[src/wpc_wakeup_regs.svh]
`ifndef WPC_WAKEUP_REGS_SVH
`define WPC_WAKEUP_REGS_SVH

// byte offsets of the register words on the slave port
`define WPC_OFF_EDGE 5'h00
`define WPC_OFF_ENABLE 5'h04
`define WPC_OFF_REQ_LOW 5'h08
`define WPC_OFF_REQ_HIGH 5'h0C
`define WPC_OFF_PENDING 5'h10
`define WPC_OFF_CLEAR 5'h14
`define WPC_OFF_INT_STATUS 5'h18
`define WPC_OFF_INT_MASK 5'h1C

// reset values
`define WPC_RST_WORD 16'h0000
`define WPC_RST_READ 32'h0000_0000
`define WPC_RST_REQ 4'h0

// field layout of a request select word: two bits per channel
`define WPC_REQ_FIELD_W 2
`define WPC_CH_PER_WORD 8

// value returned by the write-only clear location and unmapped words
`define WPC_READ_FILL 16'h0000

`endif

[src/wpc_wakeup_pkg.sv]
package wpc_wakeup_pkg;

   // one bit per wake-up channel
   typedef logic [15:0] wpc_word_t;

   // request line number of one channel
   typedef logic [1:0] wpc_req_t;

   // one bit per wake-up interrupt request line
   typedef logic [3:0] wpc_line_t;

endpackage

[src/wpc_wakeup_pending_control.sv]
`include "wpc_wakeup_regs.svh"

// Summary of operation
// - sixteen pending flags, one per channel
// - writing pending word sets the one bits
// - reset clears every pending flag
// - clear word: ones clear matching pending flags
// - clear word reads undefined, no side effect
// - edge select: zero rising, one falling
// - channel active while pending and enabled
// - two-bit field routes channel to request
// - reset clears edge selects to rising
// - edge latching independent of system clock; here edges are only seen on clk samples
module wpc_wakeup_pending_control (
   input wire logic clk,
   input wire logic rstn,
   input wire wpc_wakeup_pkg::wpc_word_t wakeIn,
   input wire logic [4:0] avs_address,
   input wire logic avs_read,
   input wire logic avs_write,
   input wire logic [31:0] avs_writedata,
   input wire logic [3:0] avs_byteenable,
   output logic [31:0] avs_readdata,
   output logic avs_waitrequest,
   output wpc_wakeup_pkg::wpc_word_t chanActive,
   output logic wakeRequest,
   output wpc_wakeup_pkg::wpc_line_t irqRequest,
   output logic irq
);

   // two-stage synchroniser; first stage is read only by the second
   wpc_wakeup_pkg::wpc_word_t syncMeta;
   // synchronised channel level
   wpc_wakeup_pkg::wpc_word_t syncCur;
   // level one cycle earlier, for edge detection
   wpc_wakeup_pkg::wpc_word_t syncPrev;

   // software registers
   wpc_wakeup_pkg::wpc_word_t edgeSelectReg;
   wpc_wakeup_pkg::wpc_word_t channelEnableReg;
   wpc_wakeup_pkg::wpc_word_t requestSelectLow;
   wpc_wakeup_pkg::wpc_word_t requestSelectHigh;
   wpc_wakeup_pkg::wpc_word_t wakePendingReg;
   wpc_wakeup_pkg::wpc_word_t intStatus;
   wpc_wakeup_pkg::wpc_word_t intMask;

   // next values
   wpc_wakeup_pkg::wpc_word_t next_edgeSelectReg;
   wpc_wakeup_pkg::wpc_word_t next_channelEnableReg;
   wpc_wakeup_pkg::wpc_word_t next_requestSelectLow;
   wpc_wakeup_pkg::wpc_word_t next_requestSelectHigh;
   wpc_wakeup_pkg::wpc_word_t next_wakePendingReg;
   wpc_wakeup_pkg::wpc_word_t next_intStatus;
   wpc_wakeup_pkg::wpc_word_t next_intMask;
   wpc_wakeup_pkg::wpc_word_t next_active;
   wpc_wakeup_pkg::wpc_line_t next_irqRequest;

   // per-channel trigger pulse
   wpc_wakeup_pkg::wpc_word_t trig;
   wpc_wakeup_pkg::wpc_word_t riseSeen;
   wpc_wakeup_pkg::wpc_word_t fallSeen;

   // bus decode
   logic busReq;
   logic busAcc;
   logic busAccWr;
   logic busAccRd;
   logic selEdge;
   logic selEnable;
   logic selReqLow;
   logic selReqHigh;
   logic selPend;
   logic selClr;
   logic selStat;
   logic selMask;
   // byte lanes 0 and 1 carry the sixteen register bits
   wpc_wakeup_pkg::wpc_word_t laneMask;
   wpc_wakeup_pkg::wpc_word_t wrBits;
   // set and clear masks for the pending word
   wpc_wakeup_pkg::wpc_word_t swSet;
   wpc_wakeup_pkg::wpc_word_t pendingClearBits;
   // status bits that the accepted read has shown
   wpc_wakeup_pkg::wpc_word_t readClr;
   // read data selected from the addressed word
   wpc_wakeup_pkg::wpc_word_t rdMux;

   // per request line, which channels are routed there
   wpc_wakeup_pkg::wpc_word_t lineHit [4];

   // input synchroniser and edge history
   always_ff @(posedge clk)
   begin
      if (!rstn)
      begin
         syncMeta <= `WPC_RST_WORD;
         syncCur <= `WPC_RST_WORD;
         syncPrev <= `WPC_RST_WORD;
      end
      else
      begin
         syncMeta <= wakeIn;
         syncCur <= syncMeta;
         syncPrev <= syncCur;
      end
   end

   // detection on sampled levels only
   // this block has no stopped-clock path: a clock-free latch
   // must sit in front of wakeIn if the clock may stop
   assign riseSeen = syncCur & ~syncPrev;
   assign fallSeen = ~syncCur & syncPrev;

   // select rising or falling
   // comparing two samples means reprogramming the select
   // never fakes an edge by itself
   assign trig = (riseSeen & ~edgeSelectReg) | (fallSeen & edgeSelectReg);

   // Avalon request is taken on the cycle waitrequest is low
   assign busReq = avs_read | avs_write;
   assign busAcc = busReq & ~avs_waitrequest;
   assign busAccWr = busAcc & avs_write;
   assign busAccRd = busAcc & avs_read;

   // address decode, full match of the word offset
   assign selEdge = (avs_address == `WPC_OFF_EDGE);
   assign selEnable = (avs_address == `WPC_OFF_ENABLE);
   assign selReqLow = (avs_address == `WPC_OFF_REQ_LOW);
   assign selReqHigh = (avs_address == `WPC_OFF_REQ_HIGH);
   assign selPend = (avs_address == `WPC_OFF_PENDING);
   assign selClr = (avs_address == `WPC_OFF_CLEAR);
   assign selStat = (avs_address == `WPC_OFF_INT_STATUS);
   assign selMask = (avs_address == `WPC_OFF_INT_MASK);

   // byte enables gate which bits a write may touch
   assign laneMask = {{8{avs_byteenable[1]}}, {8{avs_byteenable[0]}}};
   assign wrBits = avs_writedata[15:0] & laneMask;

   // plain read/write words merge new bits under the lane mask
   assign next_edgeSelectReg = (busAccWr && selEdge) ?
      ((edgeSelectReg & ~laneMask) | wrBits) : edgeSelectReg;
   assign next_channelEnableReg = (busAccWr && selEnable) ?
      ((channelEnableReg & ~laneMask) | wrBits) : channelEnableReg;
   assign next_requestSelectLow = (busAccWr && selReqLow) ?
      ((requestSelectLow & ~laneMask) | wrBits) : requestSelectLow;
   assign next_requestSelectHigh = (busAccWr && selReqHigh) ?
      ((requestSelectHigh & ~laneMask) | wrBits) : requestSelectHigh;
   assign next_intMask = (busAccWr && selMask) ?
      ((intMask & ~laneMask) | wrBits) : intMask;

   assign swSet = (busAccWr && selPend) ? wrBits : `WPC_RST_WORD;

   assign pendingClearBits = (busAccWr && selClr) ? wrBits : `WPC_RST_WORD;

   // set terms after clear term
   // a trigger in the clearing cycle survives the clear
   assign next_wakePendingReg = (wakePendingReg & ~pendingClearBits) | swSet | trig;

   assign next_active = next_wakePendingReg & next_channelEnableReg;

   // interrupt status: only bits that the read returned are dropped,
   // so an event landing during the read stays for the next one
   assign readClr = (busAccRd && selStat) ? avs_readdata[15:0] : `WPC_RST_WORD;
   assign next_intStatus = (intStatus & ~readClr) | trig;

   // route each channel to its request line
   genvar ch;
   genvar ln;
   generate
      for (ch = 0; ch < 16; ch++)
      begin : g_chan
         wpc_wakeup_pkg::wpc_req_t field;
         // channels 0..7 live in the low word, 8..15 in the high word
         if (ch < `WPC_CH_PER_WORD)
         begin : g_low
            assign field = next_requestSelectLow[`WPC_REQ_FIELD_W*ch +: `WPC_REQ_FIELD_W];
         end
         else
         begin : g_high
            assign field = next_requestSelectHigh[
               `WPC_REQ_FIELD_W*(ch-`WPC_CH_PER_WORD) +: `WPC_REQ_FIELD_W];
         end
         for (ln = 0; ln < 4; ln++)
         begin : g_line
            assign lineHit[ln][ch] = (field == 2'(ln));
         end
      end
      for (ln = 0; ln < 4; ln++)
      begin : g_req
         assign next_irqRequest[ln] = |(next_active & lineHit[ln]);
      end
   endgenerate

   // clear location reads as fill, no side effect
   // unmapped words read as zero and ignore writes
   assign rdMux = selEdge ? edgeSelectReg :
                  selEnable ? channelEnableReg :
                  selReqLow ? requestSelectLow :
                  selReqHigh ? requestSelectHigh :
                  selPend ? wakePendingReg :
                  selStat ? intStatus :
                  selMask ? intMask :
                  `WPC_READ_FILL;

   always_ff @(posedge clk)
   begin
      if (!rstn)
      begin
         edgeSelectReg <= `WPC_RST_WORD;
         channelEnableReg <= `WPC_RST_WORD;
         requestSelectLow <= `WPC_RST_WORD;
         requestSelectHigh <= `WPC_RST_WORD;
         wakePendingReg <= `WPC_RST_WORD;
         intStatus <= `WPC_RST_WORD;
         intMask <= `WPC_RST_WORD;
      end
      else
      begin
         edgeSelectReg <= next_edgeSelectReg;
         channelEnableReg <= next_channelEnableReg;
         requestSelectLow <= next_requestSelectLow;
         requestSelectHigh <= next_requestSelectHigh;
         wakePendingReg <= next_wakePendingReg;
         intStatus <= next_intStatus;
         intMask <= next_intMask;
      end
   end

   // one wait cycle per request; read data are loaded in that
   // cycle so they stand at the accepting edge
   always_ff @(posedge clk)
   begin
      if (!rstn)
      begin
         avs_waitrequest <= 1'b1;
         avs_readdata <= `WPC_RST_READ;
      end
      else
      begin
         avs_waitrequest <= ~(busReq & avs_waitrequest);
         if (busReq && avs_waitrequest)
         begin
            avs_readdata <= {16'h0000, rdMux};
         end
      end
   end

   // outputs built from next values so they track the registers
   // with no extra cycle of lag
   always_ff @(posedge clk)
   begin
      if (!rstn)
      begin
         chanActive <= `WPC_RST_WORD;
         wakeRequest <= 1'b0;
         irqRequest <= `WPC_RST_REQ;
         irq <= 1'b0;
      end
      else
      begin
         chanActive <= next_active;
         wakeRequest <= |next_active;
         irqRequest <= next_irqRequest;
         irq <= |(next_intStatus & next_intMask);
      end
   end
endmodule // wpc_wakeup_pending_control

[config.mk]
export PLATFORM = sky130hd
export DESIGN_NAME = wpc_wakeup_pending_control
export DESIGN_NICKNAME = d
export VERILOG_FILES = /design/src/wpc_wakeup_pkg.sv /design/src/wpc_wakeup_pending_control.sv
export VERILOG_INCLUDE_DIRS = /design/src
export SDC_FILE = /design/constraint.sdc
export NUM_CORES = 1
export LEC_CHECK = 0
export BUFFER_PORTS_ARGS = -buffer_cell sky130_fd_sc_hd__buf_2
export CAP_MARGIN = 15
export CELL_PAD_IN_SITES_DETAIL_PLACEMENT = 0
export CELL_PAD_IN_SITES_GLOBAL_PLACEMENT = 1
export CORE_UTILIZATION = 30
export CTS_CLUSTER_DIAMETER = 150
export DETAILED_ROUTE_END_ITERATION = 8
export HOLD_SLACK_MARGIN = 0.05
export MAX_ROUTING_LAYER = met4
export PLACE_DENSITY_LB_ADDON = 0.25
export SYNTH_ARGS = -nofsm -noshare
export SYNTH_HDL_FRONTEND = slang
export SYNTH_SLANG_ARGS = --single-unit
[constraint.sdc]
create_clock -name clk -period 3.3 [get_ports clk]
set_clock_uncertainty 0.1 [all_clocks]
set_input_delay 0.165 -clock clk [delete_from_list [all_inputs] [get_ports clk]]
set_output_delay 0.165 -clock clk [all_outputs]
set_load 0.02 [all_outputs]
==> impl_metrics.json <==
{
  "status": "complete, no violations",
  "cts_resized": 0,
  "ys_types": 56,
  "ys_seq_area_share_pct": 40.4,
  "hold_violations": 0,
  "wirelength_um": 36100,
  "min_from": "avs_writedata[13]",
  "final.min_clock_period_ns": 3.11,
  "combPwrFrac_pct": 9.0,
  "n_fill_cell": 3343,
  "antenna_found_initial": 1,
  "synthArstFlopShare_pct": 0,
  "setup.worst_path.start_class": "register",
  "rows": 66,
  "layout-drive-gt1-share_pct": 16.8,
  "yosys-top-cells-area": "dfxtp_1 (40%), mux2i_1 (9.2%), nor2_1 (4.8%), and2_1 (4.3%), o21ai_0 (3.4%)",
  "power.share.clock_pct": 43.5,
  "io_pins": 116,
  "synth_warnings": 0,
  "place_congestion": 0.888,
  "synth.top_cell.area_share_pct": 40.4,
  "start_util_pct": 30.4,
  "drc_errors": 0,
  "track_usage_pct": 22.3,
  "crit_top_cell": "buf_4",
  "slowest_stage": "or4b_4",
  "postCtsSetupBuffers": 0,
  "ir_drop_v": 0.000385,
  "drt_iter0_drc": 745,
  "routedWlPerCell_um": 21.5,
  "first_global_vias": 8431,
  "ctsRootBufferMaster": "clkbuf_16",
  "synth_edf_count": 0,
  "critPathMaxStageDelay_ns": 0.77,
  "areaGrowthSynthToFinish_pct": 20.2,
  "syn_inst": 1128,
  "crit_path_max_fanout": 27,
  "cts.clk_slew.worst_paths_ns": 0.08,
  "dieArea_mm2": 0.0336,
  "final_core_util_pct": 36.5,
  "synth-main-ff-cell": "dfxtp_1",
  "clk_latency_ns": 0.45,
  "ff2ff_path_depth": 8,
  "tns_ns": 0,
  "syn_area_mm2": 0.00986,
  "clock_sinks": 199,
  "ys_top_cells_by_count": "dfxtp_1 (199), nor2_1 (125), mux2i_1 (91)",
  "p_int_w": 0.00385,
  "hp-class": "input port to register",
  "portBuffers": 81,
  "vias_per_cell": 5.31,
  "die_w_um": 183,
  "crit_chain": "or4b_4 -> buf_4 -> or4_1 -> a32oi_1 -> buf_4 -> o21ai_0 -> nand3_1 -> o41a_1",
  "grt_pass1_wl_um": 53800,
  "pwr-share-seq_pct": 47.5,
  "globalRoute.totalOverflow": 0,
  "fin_crit_sh_pct": 94.3,
  "max_slew.worst_pin.slew_ns": 0.908,
  "cts_hold_buf": 31,
  "dp_hpwl_um": 26400,
  "critPathArrivalTime_ns": 3.40,
  "path_delay_family": "simple AND/OR/NAND/NOR gates",
  "nets": 1289,
  "required_ns": 3.59,
  "grt_max_degree": 72,
  "synth_most_common_cell": "dfxtp_1",
  "p_sw_share_pct": 26.9,
  "vias": 8947,
  "relSlewSlack_pct": 39.4,
  "powerDensity_mw_per_mm2": 445,
  "htreeDepth": 4,
  "ys_ff_latch": 199,
  "reg2reg_slack_ns": 0.19,
  "cts-buffers-inserted": 17,
  "rr_endpoint": "irqRequest[0]",
  "core_area_mm2": 0.0325,
  "clock.fmax_ghz": 0.321,
  "slew_viol_final": 0,
  "postRouteAntennaNets": 0,
  "clk_path_buf_depth": 2,
  "min_delay_path_depth": 3,
  "max-cap-violations": 0,
  "die-height_um": 183,
  "crit_type": "register to register",
  "first_pass_iters": 5,
  "end_kind": "register",
  "path_buf_inv": 2,
  "setup_violations": 0,
  "p_leak_nw": 4.77,
  "rsz0062_at_grt": "no",
  "cts_tree": "built",
  "reg2reg_from": "avs_waitrequest",
  "p_switching_w": 0.00142,
  "syn_avg_cell_area_um2": 8.74,
  "synth.largest_area_cell": "dfxtp_1"
}
==> layout by cell type (no fill, tap or decap), types with 8 or more instances in the layout <==
master,n
a21boi_0,16
a21oi_1,56
a22oi_1,41
a31oi_1,16
a32oi_2,10
and2_1,68
and3b_1,14
buf_2,81
buf_4,55
clkbuf_16,17
conb_1,16
dfxtp_1,199
dlygate4sd3_1,31
mux2i_1,91
nand2_1,62
nand2b_1,25
nand3_1,36
nand4_1,23
nor2_1,125
nor2b_1,21
nor3b_1,28
o211ai_1,8
o21ai_0,66
o2bb2ai_1,14
or4_1,18
==> stage by stage <==
step                total power [W]  std cells  setup WS, ns  area, um^2  hold WS [ns]
floorplan                   0.00283       1143         0.759        9910         0.192
global placement            0.00300       1620         0.253       10900         0.273
detailed placement          0.00300       1620         0.248       10900         0.273
CTS                         0.00532       1683         0.232       11800        0.0530
global route                0.00547       1684         0.116       11800        0.0709
finish                      0.00527       1684         0.189       11800        0.0778
==> sequential cells by signal (all words and copies together) (netlist names), named ones only <==
signal,count
syncMeta,16
wakeRequest,1
avs_waitrequest,1
requestSelectLow,16
irqRequest,4
intStatus,16
channelEnableReg,16
syncCur,16
irq,1
syncPrev,16
requestSelectHigh,16
avs_readdata,16
intMask,16
chanActive,16
wakePendingReg,16
==> how the worst max path moves through the flow <==
| stage | cells after the start | to | startpoint | slack [ns] |
|---|---|---|---|---|
| after detailed placement | 8 | irqRequest[0] | avs_waitrequest | 0.25 |
| after global routing | 8 | irqRequest[3] | avs_waitrequest | 0.12 |
| after floorplan | 8 | irqRequest[2] | avs_waitrequest | 0.76 |
| final | 8 | irqRequest[0] | avs_waitrequest | 0.19 |
| after global placement | 8 | irqRequest[0] | avs_waitrequest | 0.25 |
| after CTS | 8 | irqRequest[0] | avs_waitrequest | 0.23 |
==> area by class of cell <==
| class | instances | area (um^2) | share of cell area (%) |
|---|---|---|---|
| multi-input combinational | 837 | 5460 | 46.0 |
| clock buffer | 17 | 425 | 3.59 |
| timing repair buffer | 171 | 1210 | 10.2 |
| inverter | 2 | 10.0 | 0.0845 |
| tap | 442 | 553 | 4.67 |
| sequential | 199 | 3980 | 33.6 |
| clock inverter | 15 | 208 | 1.75 |
| antenna | 1 | 2.50 | 0.0211 |
==> worst min-delay path: cells and delay by family <==
| kind | cells | cell delay, ns |
|---|---|---|
| AND/OR/NAND/NOR | 1 | 0.05 |
| buffers and inverters | 1 | 0.20 |
| multiplexers | 1 | 0.16 |
==> routing by layer <==
| metal | up-vias | routed length [um] | GRT usage (%) | share of wire, % |
|---|---|---|---|---|
| li1 | 4249 | - | - | - |
| met1 | 4394 | 16600 | 29.1 | 46 |
| met2 | 263 | 17100 | 35.6 | 47 |
| met3 | 41 | 1490 | 3.18 | 4.1 |
| met4 | 0 | 877 | 7.13 | 2.4 |
| met5 | - | 0 | - | 0 |
==> power by group through the flow <==
stage               combinational (W)  sequential (W)  clock [W]
finish                       0.000475         0.00250    0.00229
global route                 0.000512         0.00251    0.00245
CTS                          0.000473         0.00250    0.00235
detailed placement           0.000443         0.00256          0
global placement             0.000441         0.00256          0
floorplan                    0.000273         0.00256          0
==> kinds of logic after synthesis <==
logic type	Yosys count	share of synthesized area, %
AOI/OAI and AO/OA	271	19.7
buffers and inverters	107	5.08
DFF	199	40.4
muxes	98	10.0
other	1	0.0380
and+or+nand+nor	452	24.7
Note: power is estimated with default switching activity, not from simulation.
